### src/logic/mmr_consts.vh
/*
  Constants of the magnetometer readout register block: register
  offsets, bit positions, reset values and bus figures.
  Assumes inclusion by bare name from the design files only.
*/
`ifndef MMR_CONSTS_VH
`define MMR_CONSTS_VH

// ****************************************
// Register offsets
// ****************************************
`define MMR_X_FIELD_LOW        8'h00
`define MMR_X_FIELD_HIGH       8'h01
`define MMR_Y_FIELD_LOW        8'h02
`define MMR_Y_FIELD_HIGH       8'h03
`define MMR_Z_FIELD_LOW        8'h04
`define MMR_Z_FIELD_HIGH       8'h05
`define MMR_TEMPERATURE_RESULT 8'h06
`define MMR_DEVICE_STATUS      8'h07
`define MMR_CONTROL_FIRST      8'h08
`define MMR_CONTROL_SECOND     8'h09
`define MMR_CONTROL_THIRD      8'h0A
`define MMR_MOTION_LIMIT_X     8'h0B
`define MMR_MOTION_LIMIT_Y     8'h0C
`define MMR_MOTION_LIMIT_Z     8'h0D
`define MMR_PART_IDENTIFIER    8'h2F

// ****************************************
// Status bit positions
// ****************************************
`define MMR_ST_FIELD_DONE  0
`define MMR_ST_TEMP_DONE   1
`define MMR_ST_MOTION      2
`define MMR_ST_PUMP_ON     3
`define MMR_ST_OTP_DONE    4

// ****************************************
// Control-first bit positions
// ****************************************
`define MMR_C0_FIELD_MEASURE_TRIGGER 0
`define MMR_C0_TEMP_TRIGGER          1
`define MMR_C0_MOTION_START          2
`define MMR_C0_COIL_SET              3
`define MMR_C0_COIL_RESET            4
`define MMR_C0_REFILL                5
`define MMR_C0_OTP_RELOAD            6
`define MMR_C0_TEST_SELECT           7

// ****************************************
// Control-third interrupt enables
// ****************************************
`define MMR_C2_IEN_FIELD   0
`define MMR_C2_IEN_TEMP    1
`define MMR_C2_IEN_MOTION  2

// ****************************************
// Reset values and bus figures
// ****************************************
`define MMR_STATUS_RESET   8'h00
`define MMR_CONTROL_RESET  8'h00
`define MMR_LIMIT_RESET    8'h00
`define MMR_RESULT_RESET   8'h00
`define MMR_BYTE_BITS      4'h8

`endif

### src/logic/mmr_flag.v
/*
  Bank of sticky flags, each set by hardware and cleared by a strobe.
  Assumes set and clear strobes are on clk; set beats a clear.
*/
`timescale 1ns/1ps
module mmr_flag #(
  parameter WIDTH = 1
) (
  input  wire             clk,
  input  wire             rst_n,
  input  wire [WIDTH-1:0] set,
  input  wire [WIDTH-1:0] clr,
  output reg  [WIDTH-1:0] q
);

  // ****************************************
  // Set wins so an event in the clear cycle survives
  // ****************************************
  always @(posedge clk or negedge rst_n) begin
    if (!rst_n) begin
      q <= {WIDTH{1'b0}};
    end else begin
      q <= set | (q & ~clr);
    end
  end

endmodule

### src/logic/mmr_sync.v
/*
  Two-flop synchroniser for one asynchronous level.
  Assumes the input comes from a pin outside the clk domain.
*/
`timescale 1ns/1ps
module mmr_sync (
  input  wire clk,
  input  wire rst_n,
  input  wire async_in,
  output reg  sync_out
);

  reg stage1;  // First stage, read only by the second

  // ****************************************
  // Two flip-flops, idle high like the bus
  // ****************************************
  always @(posedge clk or negedge rst_n) begin
    if (!rst_n) begin
      stage1   <= 1'b1;
      sync_out <= 1'b1;
    end else begin
      stage1   <= async_in;
      sync_out <= stage1;
    end
  end

endmodule

### src/logic/mmr_top.v
/*
  Magnetometer readout registers behind a two-wire serial slave.
  Assumes the measurement engine, pump and memory loader sit on clk
  and send one-cycle done pulses; bus pins are external and slow.
*/
`timescale 1ns/1ps
`include "mmr_consts.vh"
module mmr_top #(
  parameter [6:0] DEV_ADDR = 7'h30,  // Slave address, plain default
  parameter [7:0] PART_ID  = 8'h5A   // Arbitrary identifier value
) (
  input  wire        clk,
  input  wire        rst_n,
  input  wire        scl_in,
  input  wire        sda_in,
  output reg         sda_out,
  output reg         sda_oe,
  output reg         int_out,
  output reg         int_oe,
  input  wire        field_done,
  input  wire [15:0] x_value,
  input  wire [15:0] y_value,
  input  wire [15:0] z_value,
  input  wire        temp_done,
  input  wire [7:0]  temp_value,
  input  wire        motion_seen,
  input  wire        pump_charged,
  input  wire        otp_loaded,
  output reg         field_measure_start,
  output reg         temp_measure_start,
  output reg         motion_enable,
  output reg         coil_set_start,
  output reg         coil_reset_start,
  output reg         pump_start,
  output reg         otp_reload_start,
  output reg  [7:0]  meas_config,
  output reg  [7:0]  motion_limit_x,
  output reg  [7:0]  motion_limit_y,
  output reg  [7:0]  motion_limit_z
);

  // ****************************************
  // Serial engine states
  // ****************************************
  localparam [3:0] S_IDLE  = 4'h0;  // Waiting for start
  localparam [3:0] S_ADDR  = 4'h1;  // Receiving slave address
  localparam [3:0] S_AACK  = 4'h2;  // Acking the address
  localparam [3:0] S_REG   = 4'h3;  // Receiving register pointer
  localparam [3:0] S_WACK  = 4'h4;  // Acking pointer or data
  localparam [3:0] S_WDATA = 4'h5;  // Receiving write data
  localparam [3:0] S_RDATA = 4'h6;  // Shifting out read data
  localparam [3:0] S_RACK  = 4'h7;  // Sampling master ack
  localparam [3:0] S_RNEXT = 4'h8;  // Master acked, load next

  wire       scl_s;          // Synchronised clock line
  wire       sda_s;          // Synchronised data line
  reg        scl_d;          // Clock line one cycle later
  reg        sda_d;          // Data line one cycle later
  reg  [3:0] state;          // Engine state
  reg  [3:0] bit_cnt;        // Bits of current byte
  reg  [7:0] shreg;          // Byte shift register
  reg  [7:0] ptr;            // Register pointer
  reg        is_read;        // Direction of transfer
  reg        bus_free;       // Both lines seen high
  reg        wr_pulse;       // Register write strobe
  reg  [7:0] wr_addr;        // Register write address
  reg  [7:0] wr_data;        // Register write data
  reg  [7:0] rd_byte;        // Read mux output
  reg  [15:0] x_store;       // X field result
  reg  [15:0] y_store;       // Y field result
  reg  [15:0] z_store;       // Z field result
  reg  [7:0] temp_store;     // Temperature code
  reg  [7:0] ctrl0;          // Held bits of control_first
  reg  [7:0] ctrl2;          // Control_third, low bits enable irq
  wire [4:0] status_q;       // Sticky status bits
  wire [1:0] pend_q;         // Pending field and temp interrupts
  wire       scl_rise;       // Clock line rising edge
  wire       scl_fall;       // Clock line falling edge
  wire       start_cond;     // Data falls while clock high
  wire       stop_cond;      // Data rises while clock high
  wire       wr_status;      // Write to status register
  wire       wr_ctrl0;       // Write to control_first
  wire       fm_cmd;         // Field measurement command
  wire       tm_cmd;         // Temperature measurement command
  wire       pump_cmd;       // Refill command
  wire       otp_cmd;        // Memory reload command
  wire [4:0] st_set;         // Status set strobes
  wire [4:0] st_clr;         // Status clear strobes
  wire [1:0] pend_clr;       // Pending clear strobes

  // ****************************************
  // Pin synchronisers and edge detection
  // ****************************************
  mmr_sync u_scl_sync (
    .clk      (clk),
    .rst_n    (rst_n),
    .async_in (scl_in),
    .sync_out (scl_s)
  );

  mmr_sync u_sda_sync (
    .clk      (clk),
    .rst_n    (rst_n),
    .async_in (sda_in),
    .sync_out (sda_s)
  );

  // Delayed copies for edges
  always @(posedge clk or negedge rst_n) begin
    if (!rst_n) begin
      scl_d <= 1'b1;
      sda_d <= 1'b1;
    end else begin
      scl_d <= scl_s;
      sda_d <= sda_s;
    end
  end

  assign scl_rise   = scl_s & ~scl_d;
  assign scl_fall   = ~scl_s & scl_d;
  assign start_cond = scl_s & scl_d & sda_d & ~sda_s;
  assign stop_cond  = scl_s & scl_d & ~sda_d & sda_s;

  // ****************************************
  // Read mux
  // ****************************************
  always @* begin
    case (ptr)
      `MMR_X_FIELD_LOW:        rd_byte = x_store[7:0];
      `MMR_X_FIELD_HIGH:       rd_byte = x_store[15:8];
      `MMR_Y_FIELD_LOW:        rd_byte = y_store[7:0];
      `MMR_Y_FIELD_HIGH:       rd_byte = y_store[15:8];
      `MMR_Z_FIELD_LOW:        rd_byte = z_store[7:0];
      `MMR_Z_FIELD_HIGH:       rd_byte = z_store[15:8];
      `MMR_TEMPERATURE_RESULT: rd_byte = temp_store;
      `MMR_DEVICE_STATUS:      rd_byte = {3'h0, status_q};
      `MMR_CONTROL_FIRST:      rd_byte = ctrl0;
      `MMR_CONTROL_SECOND:     rd_byte = meas_config;
      `MMR_CONTROL_THIRD:      rd_byte = ctrl2;
      `MMR_MOTION_LIMIT_X:     rd_byte = motion_limit_x;
      `MMR_MOTION_LIMIT_Y:     rd_byte = motion_limit_y;
      `MMR_MOTION_LIMIT_Z:     rd_byte = motion_limit_z;
      `MMR_PART_IDENTIFIER:    rd_byte = PART_ID;
      default:                 rd_byte = 8'h00;  // Unmapped reads zero
    endcase
  end

  // ****************************************
  // Serial slave engine
  // ****************************************
  // Never drives the clock and only pulls data low: slave only.
  always @(posedge clk or negedge rst_n) begin
    if (!rst_n) begin
      state    <= S_IDLE;
      bit_cnt  <= 4'h0;
      shreg    <= 8'h00;
      ptr      <= 8'h00;
      is_read  <= 1'b0;
      bus_free <= 1'b0;
      wr_pulse <= 1'b0;
      wr_addr  <= 8'h00;
      wr_data  <= 8'h00;
      sda_oe   <= 1'b0;
      sda_out  <= 1'b0;
    end else begin
      wr_pulse <= 1'b0;
      sda_out  <= 1'b0;  // Open drain: enable pulls low
      if (stop_cond) begin
        // Stop ends any transfer and frees the bus
        state    <= S_IDLE;
        sda_oe   <= 1'b0;
        bus_free <= 1'b1;
      end else if (start_cond && (bus_free || state != S_IDLE)) begin
        // Fresh start from idle bus, or repeated start
        state    <= S_ADDR;
        bit_cnt  <= 4'h0;
        sda_oe   <= 1'b0;
        bus_free <= 1'b0;
      end else begin
        // Both lines high while idle counts as a free bus
        if (state == S_IDLE && scl_s && sda_s) begin
          bus_free <= 1'b1;
        end
        case (state)
          S_ADDR, S_REG, S_WDATA: begin
            if (scl_rise) begin
              // Sample on rising clock, data stable while high
              shreg   <= {shreg[6:0], sda_s};
              bit_cnt <= bit_cnt + 4'h1;
            end else if (scl_fall && bit_cnt == `MMR_BYTE_BITS) begin
              // Ack is driven only after clock went low
              bit_cnt <= 4'h0;
              if (state == S_ADDR) begin
                if (shreg[7:1] == DEV_ADDR) begin
                  is_read <= shreg[0];
                  sda_oe  <= 1'b1;
                  state   <= S_AACK;
                end else begin
                  state <= S_IDLE;
                end
              end else if (state == S_REG) begin
                ptr    <= shreg;
                sda_oe <= 1'b1;
                state  <= S_WACK;
              end else begin
                wr_pulse <= 1'b1;
                wr_addr  <= ptr;
                wr_data  <= shreg;
                ptr      <= ptr + 8'h01;
                sda_oe   <= 1'b1;
                state    <= S_WACK;
              end
            end
          end
          S_AACK: begin
            if (scl_fall) begin
              if (is_read) begin
                // Load first byte, drive its top bit
                shreg   <= rd_byte;
                sda_oe  <= ~rd_byte[7];
                bit_cnt <= 4'h1;
                ptr     <= ptr + 8'h01;
                state   <= S_RDATA;
              end else begin
                sda_oe <= 1'b0;
                state  <= S_REG;
              end
            end
          end
          S_WACK: begin
            if (scl_fall) begin
              sda_oe <= 1'b0;
              state  <= S_WDATA;
            end
          end
          S_RDATA: begin
            if (scl_fall) begin
              if (bit_cnt == `MMR_BYTE_BITS) begin
                sda_oe <= 1'b0;  // Release for master ack
                state  <= S_RACK;
              end else begin
                sda_oe  <= ~shreg[6];
                shreg   <= {shreg[6:0], 1'b0};
                bit_cnt <= bit_cnt + 4'h1;
              end
            end
          end
          S_RACK: begin
            // High means not acked: go idle, off the bus till the next start
            if (scl_rise) begin
              state <= sda_s ? S_IDLE : S_RNEXT;
            end
          end
          S_RNEXT: begin
            if (scl_fall) begin
              shreg   <= rd_byte;
              sda_oe  <= ~rd_byte[7];
              bit_cnt <= 4'h1;
              ptr     <= ptr + 8'h01;
              state   <= S_RDATA;
            end
          end
          default: begin
            state  <= S_IDLE;
            sda_oe <= 1'b0;
          end
        endcase
      end
    end
  end

  // ****************************************
  // Command decode
  // ****************************************
  assign wr_status = wr_pulse && wr_addr == `MMR_DEVICE_STATUS;
  assign wr_ctrl0  = wr_pulse && wr_addr == `MMR_CONTROL_FIRST;
  assign fm_cmd    = wr_ctrl0 && wr_data[`MMR_C0_FIELD_MEASURE_TRIGGER];
  assign tm_cmd    = wr_ctrl0 && wr_data[`MMR_C0_TEMP_TRIGGER];
  assign pump_cmd  = wr_ctrl0 && wr_data[`MMR_C0_REFILL];
  assign otp_cmd   = wr_ctrl0 && wr_data[`MMR_C0_OTP_RELOAD];

  // ****************************************
  // Status flags and pending interrupts
  // ****************************************
  // Status bits follow commands; writing one to them only clears irq,
  // except motion, which is itself the interrupt flag.
  assign st_set = {otp_loaded, pump_cmd, motion_seen, temp_done, field_done};
  assign st_clr = {otp_cmd, pump_charged,
                   wr_status & wr_data[`MMR_ST_MOTION],
                   tm_cmd, fm_cmd};
  assign pend_clr = {wr_status & wr_data[`MMR_ST_TEMP_DONE],
                     wr_status & wr_data[`MMR_ST_FIELD_DONE]};

  mmr_flag #(
    .WIDTH (5)
  ) u_status (
    .clk   (clk),
    .rst_n (rst_n),
    .set   (st_set),
    .clr   (st_clr),
    .q     (status_q)
  );

  mmr_flag #(
    .WIDTH (2)
  ) u_pending (
    .clk   (clk),
    .rst_n (rst_n),
    .set   ({temp_done, field_done}),
    .clr   (pend_clr),
    .q     (pend_q)
  );

  // ****************************************
  // Writable registers and command pulses
  // ****************************************
  // Result registers have no write path at all.
  always @(posedge clk or negedge rst_n) begin
    if (!rst_n) begin
      ctrl0               <= `MMR_CONTROL_RESET;
      ctrl2               <= `MMR_CONTROL_RESET;
      meas_config         <= `MMR_CONTROL_RESET;
      motion_limit_x      <= `MMR_LIMIT_RESET;
      motion_limit_y      <= `MMR_LIMIT_RESET;
      motion_limit_z      <= `MMR_LIMIT_RESET;
      field_measure_start <= 1'b0;
      temp_measure_start  <= 1'b0;
      coil_set_start      <= 1'b0;
      coil_reset_start    <= 1'b0;
      pump_start          <= 1'b0;
      otp_reload_start    <= 1'b0;
      motion_enable       <= 1'b0;
    end else begin
      field_measure_start <= fm_cmd;
      temp_measure_start  <= tm_cmd;
      coil_set_start      <= wr_ctrl0 && wr_data[`MMR_C0_COIL_SET];
      coil_reset_start    <= wr_ctrl0 && wr_data[`MMR_C0_COIL_RESET];
      pump_start          <= pump_cmd;
      otp_reload_start    <= otp_cmd;
      if (wr_ctrl0) begin
        // Measure and reload triggers self-clear, so bits 0, 1 and 6 are never stored
        ctrl0 <= wr_data & 8'hBC;
      end else if (motion_seen) begin
        ctrl0[`MMR_C0_MOTION_START] <= 1'b0;  // Detector stops on motion
      end
      motion_enable <= wr_ctrl0 ? wr_data[`MMR_C0_MOTION_START]
                                : (ctrl0[`MMR_C0_MOTION_START] & ~motion_seen);
      if (wr_pulse) begin
        case (wr_addr)
          `MMR_CONTROL_SECOND: meas_config    <= wr_data;
          `MMR_CONTROL_THIRD:  ctrl2          <= wr_data;
          `MMR_MOTION_LIMIT_X: motion_limit_x <= wr_data;
          `MMR_MOTION_LIMIT_Y: motion_limit_y <= wr_data;
          `MMR_MOTION_LIMIT_Z: motion_limit_z <= wr_data;
          default: ;  // Control_first handled above; status, read-only or unmapped: ignored here
        endcase
      end
    end
  end

  // ****************************************
  // Result capture
  // ****************************************
  always @(posedge clk or negedge rst_n) begin
    if (!rst_n) begin
      x_store    <= {`MMR_RESULT_RESET, `MMR_RESULT_RESET};
      y_store    <= {`MMR_RESULT_RESET, `MMR_RESULT_RESET};
      z_store    <= {`MMR_RESULT_RESET, `MMR_RESULT_RESET};
      temp_store <= `MMR_RESULT_RESET;
    end else begin
      if (field_done) begin
        x_store <= x_value;
        y_store <= y_value;
        z_store <= z_value;
      end
      if (temp_done) begin
        temp_store <= temp_value;
      end
    end
  end

  // ****************************************
  // Interrupt pin
  // ****************************************
  // Pin floats until some enable is set, then drives active high.
  always @(posedge clk or negedge rst_n) begin
    if (!rst_n) begin
      int_out <= 1'b0;
      int_oe  <= 1'b0;
    end else begin
      int_oe  <= |ctrl2[2:0];
      int_out <= (pend_q[0] & ctrl2[`MMR_C2_IEN_FIELD])
               | (pend_q[1] & ctrl2[`MMR_C2_IEN_TEMP])
               | (status_q[`MMR_ST_MOTION] & ctrl2[`MMR_C2_IEN_MOTION]);
    end
  end

endmodule

### config.mk
export PLATFORM = sky130hd
export DESIGN_NAME = mmr_top
export DESIGN_NICKNAME = d
export VERILOG_FILES = /design/src/logic/mmr_flag.v /design/src/logic/mmr_sync.v /design/src/logic/mmr_top.v
export VERILOG_INCLUDE_DIRS = /design/src /design/src/logic
export SDC_FILE = /design/constraint.sdc
export NUM_CORES = 1
export LEC_CHECK = 0
export ABC_AREA = 1
export ABC_CLOCK_PERIOD_IN_PS = 2100
export BUFFER_PORTS_ARGS = -buffer_cell sky130_fd_sc_hd__buf_2
export CAP_MARGIN = 15
export CORE_UTILIZATION = 47
export CTS_BUF_LIST = sky130_fd_sc_hd__clkbuf_16
export DETAILED_ROUTE_END_ITERATION = 16
export MAX_ROUTING_LAYER = met4
export PLACE_DENSITY = 0.76
export REMOVE_ABC_BUFFERS = 1
export SETUP_SLACK_MARGIN = 0.2
export SLEW_MARGIN = 20
export SYNTH_ARGS = -nofsm -noshare
export SYNTH_HDL_FRONTEND = slang
export SYNTH_SLANG_ARGS = --single-unit
### constraint.sdc
create_clock -name clk -period 2.1 [get_ports clk]
set_input_delay 0 -clock clk [delete_from_list [all_inputs] [get_ports clk]]
set_output_delay 0 -clock clk [all_outputs]
set_load 0.005 [all_outputs]
Yosys cells after proc, flatten, opt, wreduce, memory -nomap -nowiden
Cells that the tools add are included.
W data, S select, Z words.
{"block": "totals", "ff_bits": 167, "in_bits": 65}
{"block": "classes", "addsub": 2, "n_eq_ne": 56, "n_mux": 66, "n_bitwise": 34, "n_reduce_logical": 35}
{"op": "$pmux W8 S15", "count": 1}
{"op": "$mux W8", "count": 13}
{"op": "$eq A8 B4 Y1 const B", "count": 12}
{"op": "$mux W4", "count": 20}
{"op": "$eq A8 B3 Y1 const B", "count": 5}
{"op": "$ne A4 B4 Y1 const B", "count": 9}
{"op": "$pmux W8 S4", "count": 1}
{"op": "$mux W1", "count": 25}
{"op": "$pmux W4 S6", "count": 1}
{"op": "$pmux W8 S3", "count": 1}
{"op": "$reduce_and A8 Y1", "count": 3}
{"op": "$ne A2 B2 Y1 const B", "count": 9}
{"op": "$ne A3 B3 Y1 const B", "count": 6}
{"op": "$reduce_and A9 Y1", "count": 2}
{"op": "$eq A4 B3 Y1 const B", "count": 4}
{"op": "$eq A8 B2 Y1 const B", "count": 2}
{"op": "$pmux W4 S4", "count": 1}
{"op": "$and A1 B1 Y1", "count": 14}
{"op": "$reduce_and A7 Y1", "count": 2}
{"op": "$logic_and A1 B1 Y1", "count": 12}
{"op": "$not A1 Y1", "count": 12}
{"op": "$reduce_and A2 Y1", "count": 5}
{"op": "$add A8 B1 Y8 const B", "count": 1}
{"op": "$eq A4 B2 Y1 const B", "count": 2}
{"op": "other kinds (25)", "count": 30}

Logic depth before layout (Yosys ltp)
{"block": "depth", "depth_word": 8, "depth_mapped": 13, "mapped_depth_nobuf": 13}

Modules after synthesis
From an unflattened synthesis, not the netlist that was laid out.
{"block": "unflattened", "cells_unflattened": 957, "area_unflattened_um2": 8069.0}
{"mod": "mmr_top", "n_inst": 1, "cells_per_inst": 918, "area_per_inst_um2": 7683.6, "seq_area_each_um2": 3906.2}
{"mod": "mmr_flag at u_status", "n_inst": 1, "cells_per_inst": 25, "area_per_inst_um2": 200.2, "seq_area_each_um2": 125.1}
{"mod": "mmr_sync", "n_inst": 2, "cells_per_inst": 2, "area_per_inst_um2": 52.6, "seq_area_each_um2": 52.6}
{"mod": "mmr_flag at u_pending", "n_inst": 1, "cells_per_inst": 10, "area_per_inst_um2": 80.1, "seq_area_each_um2": 50.0}

Worst setup path after synthesis
OpenSTA, ideal clock, no wires.
{"block": "synth_path", "path_kind": "register to register", "startpoint": "register bit_cnt[0]", "endpoint": "register ptr[6]", "setup_time_ns": 0.123, "arrival_ns": 1.518, "required_time_ns": 1.977, "path_slack_ns": 0.459, "stages_incl_launch_ff": 11, "n_path_buf": 1, "synth_period_minus_slack_ns": 1.641, "path_cell_list": "dfrtp_1 -> inv_1 -> ha_1 -> inv_1 -> nor2_1 -> nand3_1 -> a21oi_2 -> nand3_2 -> buf_6 -> nand2_1 -> o21ai_1"}
{"block": "synth_between", "elab_chain_len": 4}
{"item": "start: declaration", "line_no": "mmr_top.v:60", "text": "reg [3:0] bit_cnt;"}
{"item": "start signal: assignment", "line_no": "mmr_top.v:189", "text": "bit_cnt <= bit_cnt + 4'h1;"}
{"item": "start signal: assignment", "line_no": "mmr_top.v:244", "text": "bit_cnt <= bit_cnt + 4'h1;"}
{"item": "$eq A4 B4 Y1 (no line)"}
{"item": "$logic_and A1 B1 Y1 (no line)"}
{"item": "$ne A2 B2 Y1 (no line)"}
{"item": "$reduce_and A9 Y1 (no line)"}
{"item": "end signal: assignment", "line_no": "mmr_top.v:202", "text": "ptr <= shreg;"}
{"item": "end signal: assignment", "line_no": "mmr_top.v:209", "text": "ptr <= ptr + 8'h01;"}
{"item": "end signal: assignment", "line_no": "mmr_top.v:222", "text": "ptr <= ptr + 8'h01;"}
{"item": "end: declaration", "line_no": "mmr_top.v:62", "text": "reg [7:0] ptr;"}
Every way passes these cells.
A chain may end at the register's enable or synchronous reset.

Final worst setup path
{"block": "layout_path", "startpoint": "register ptr[0]", "endpoint": "register shreg[6]"}
{"block": "layout_between", "elab_chain_len": 5, "word_cells_on_any_way": 20}
{"item": "$eq A8 B6 Y1 (tied with other cells)", "line_no": "mmr_top.v:128", "text": "case (ptr)"}
{"item": "$pmux W8 S15 (*)", "line_no": "mmr_top.v:128"}
{"item": "$mux W8", "line_no": "mmr_top.v:217", "text": "if (is_read) begin"}
{"item": "$mux W8", "line_no": "mmr_top.v:216", "text": "if (scl_fall) begin"}
{"item": "$pmux W8 S4 (*)", "line_no": "mmr_top.v:184", "text": "case (state)"}
{"item": "end signal: assignment", "line_no": "mmr_top.v:188", "text": "shreg <= {shreg[6:0], sda_s};"}
{"item": "end signal: assignment", "line_no": "mmr_top.v:219", "text": "shreg <= rd_byte;"}
{"item": "end signal: assignment", "line_no": "mmr_top.v:243", "text": "shreg <= {shreg[6:0], 1'b0};"}
{"item": "end: declaration", "line_no": "mmr_top.v:61", "text": "reg [7:0] shreg;"}
Mark *: on every way between the ends. The rest lies on a longest branch, timed or not. The select of a mux whose other input is x is not followed.

==> metrics list <==
- Count of cells along the worst register-to-register path: 11
* Final setup violation count: 0
- Sort of element at the start of the critical path: register
- Routability-driven placement finished with a final weighted congestion of 0.951.
* Vias in the first global route: 7655
- Die Width: 134 um
* Root buffer cell: clkbuf_16
- Power consumption: 9.57 mW
* Post-synthesis sequential element count: 167
- For the final database, setup skew stands at 0.0153 ns.
- The net count of the finished layout is 1334.
- Die outline height: 134 um
- Compared with the post-synthesis result, the final layout area differs by 33.6%.
- Post-synth top cells: nand2_1 (396), dfrtp_1 (161), o21ai_0 (90)
- Biggest fanout along the worst timing path: 6
* VDD IR-drop max: 0.000715 V
* Pre-Repair DR Iteration Count: 8
- Average wire length per cell after detail routing: 16.0 um
* Number of levels the H-tree was split into: 4
- Synthesis produced 1040 cells.
- Of the post-synthesis cell area, the dominant cell type holds 49.4%.
- Number of warnings reported in the yosys synthesis log: 0
- Traced cell by cell, the critical path runs through ha_4 > nand3_4 > nor2_4 > buf_4 > buf_4 > nand2_2 > nand4_1 > nor2_2 > nand2_1 > nand2_1 > a21oi_2.
* I/O pin count: 108
* Routed vias: 8080
* Antenna cell count: 0
- STA puts the critical path data required time at 2.42 ns.
* Final clock period utilization by the worst path: 88.5%
- Clock latency of the later-clocked register in the worst-skew pair: 0.44 ns
- Setup repair after global routing missed its margin: true
- Ranking of synthesized cells by area: dfrtp_1 (49%), nand2_1 (18%), o21ai_0 (5.5%), nand3_1 (4.7%), nor2_1 (3.5%)
- After detailed routing, the number of remaining DRC violations is 0.
- After legalization and detailed placement, the total HPWL measured 15.0 mm.
* Initial antenna violation count: 0
- Post-synth EDFFs: 0
- Ys async rst share: 100%
- In this run the static leakage power is 5.32 nW.
- The smallest clock period supported by the final layout is computed as 1.86 ns.
- Across the run, the number of max-cap violations was 0.
* Most frequently used cell type in the post-synthesis netlist: nand2_1
* Fmax: 538 MHz
* Count of routing violations after the opening detailed-route iteration: 644
* Power per Cell Area: 879 mW/mm^2
- Global-route wire length before repair: 37.8 mm
- Remaining antenna violation count after routing: 0
- Total count of hold-check failures in the final report: 0
- R2r setup slk: 0.24 ns
* Overall die area: 0.0179 mm^2
- In this run the top signal layer used is met4.
- Utilization of the core after routing: 65.0%
* Result of the run: complete, no violations
- The post-route netlist has 22.4% of its cells at a drive strength greater than 1.
* Total negative slack for setup checks: 0 ns
- Crit-path max cell delay: 0.48 ns
- The endpoint identified for the worst register-to-register timing path is shreg[6].
- Global router's overall resource usage: 28.1%
* Sum of routed wire segments on met1: 9.91 mm
* Arrival time of data at the critical path endpoint: 2.18 ns
* Placement Rows: 47
- Detail Route met2 WL: 11.5 mm
- Initial standard-cell utilization of the core: 48.6%
- Unique cell type count in the Yosys netlist: 43
- Once placement completed, the tool counted placed cells totaling 1353.
* CTS tree: done
- The number of clock buffers added by TritonCTS is 17.
* Type of destination of the critical path: register
- Launching point of the worst reg2reg path: ptr[0]
- Using the TritonRoute via totals, the vias-per-cell ratio works out to 5.40.
- The critical path is of the register to register type.
- The slowest stage of the critical path is the dfrtp_2 cell.
- For this run, the number of standard cells in the final layout without fillers is 1495.
- Clock-pin slew was measured on the worst setup and hold paths at 0.07 ns.
* CTS Sinks: 167
* Post-synth top flop: dfrtp_1
- The routed design uses 1.66 mm of met3 wire.
- Mapped Avg Cell Area: 7.84 um^2
- Congestion Overflow GR: 0
- Of the synthesized area, sequential elements account for 51.4%.
- The count of final max-slew check failures was 0.
- Entering global routing, the biggest net connects 66 pins.
* Syn Std Cell Area: 0.00815 mm^2
- Kind of path behind the tightest hold check: input port to asynchronous set/reset pin
* Core area: 0.0168 mm^2
- Area leader, netlist: dfrtp_1
- Counting along the longest clock path gives a buffer depth of 2.
- PortBufs: 106
* Final routed wirelength across all metal layers: 24.0 mm
==> registers in the layout, summed over array words and instances (netlist names), 2 cells and up <==
name / count
motion_limit_x: 8
y_store: 16
wr_addr: 8
ptr: 8
shreg: 8
motion_limit_z: 8
z_store: 16
ctrl0: 5
ctrl2: 8
u_pending.q: 2
x_store: 16
meas_config: 8
wr_data: 8
u_status.q: 5
state: 4
bit_cnt: 4
temp_store: 8
motion_limit_y: 8
==> through the flow <==
stage	hold slack [ns]	instance area, um^2	setup slack, ns
finish	0.0289	10900	0.242
global route	0.0557	10900	0.150
CTS	0.0434	10400	0.194
detailed placement	-0.0687	8960	0.0657
global placement	-0.0714	8960	0.173
floorplan	-0.296	8020	0.225
==> cell usage in the layout (no fill, tap or decap), types with 3 or more instances in the layout <==
| master | instances |
|---|---|
| o21ai_0 | 89 |
| nor2_1 | 68 |
| xor2_1 | 4 |
| dfstp_2 | 6 |
| a21oi_2 | 4 |
| clkinv_1 | 3 |
| buf_4 | 36 |
| clkinv_2 | 4 |
| nand4_1 | 6 |
| o21ai_1 | 9 |
| nand3_4 | 6 |
| clkbuf_16 | 17 |
| nor2_2 | 11 |
| dlygate4sd3_1 | 81 |
| nand2_1 | 391 |
| nor4_1 | 3 |
| nor3_1 | 14 |
| nand2_4 | 4 |
| buf_2 | 105 |
| ha_1 | 4 |
| buf_12 | 4 |
| nor2_4 | 22 |
| nand3_2 | 5 |
| nand3_1 | 71 |
| a21oi_1 | 18 |
| inv_2 | 14 |
| dfrtp_2 | 9 |
| nand2_2 | 9 |
| buf_6 | 3 |
| dfrtp_1 | 152 |
| ha_4 | 3 |
| inv_1 | 61 |
| inv_6 | 7 |
| a31oi_1 | 3 |
==> per-layer routing <==
layer	up-vias	GRT usage (%)
met5	-	-
met4	0	11.3
met3	76	4.95
met2	387	44.7
met1	3844	35.4
li1	3773	-
==> repair_timing <==
item	CTS	global route
gates resized for setup	11	65
gates cloned	0	1
pin swaps	2	18
hold endpoints to repair	224	0
buffers inserted	2	26
endpoints found under the setup margin	10	32
hold buffers	81	0
==> kinds of logic after synthesis <==
kind of cell	Yosys count	synth area share (%)
simple gates	622	33.1
other cells	1	0.0460
flops	167	51.4
buf+inv	108	5.40
xor+xnor	5	0.537
compound gates	130	8.44
fa+ha+maj	7	1.07
==> where the power goes <==
group / leakage (nW) / switching [mW] / total, mW / internal, mW
Combinational: 2.91 / 1.67 / 2.73 / 1.06
Sequential: 2.12 / 0.312 / 3.79 / 3.48
Clock: 0.285 / 1.39 / 3.05 / 1.66
==> final cells by class <==
class	count	area, um^2
multi-input combinational	766	3800
fill	1308	5870
sequential	167	4200
inverter	80	313
tap	220	275
clock inverter	15	143
timing repair buffer	230	1740
clock buffer	17	425
==> worst max-delay path, delay by kind of cell (launching register included) <==
kind                       cells  cell delay [ns]
and+or+nand+nor                7             0.71
adders and majority gates      1             0.21
buffers and inverters          2             0.27
AOI/OAI and AO/OA              1             0.06
DFF                            1             0.48
==> how the worst max path moves through the flow <==
stage,cells after the start,slack (ns),to,start
after floorplan,9,0.22,wr_addr[5],bit_cnt[0]
after global routing,10,0.15,sda_oe,ptr[0]
after global placement,13,0.17,sda_oe,ptr[0]
after detailed placement,12,0.07,shreg[3],ptr[1]
after CTS,11,0.19,sda_oe,ptr[0]
final,11,0.24,shreg[6],ptr[0]
Note: power is estimated with default switching activity, not from simulation.
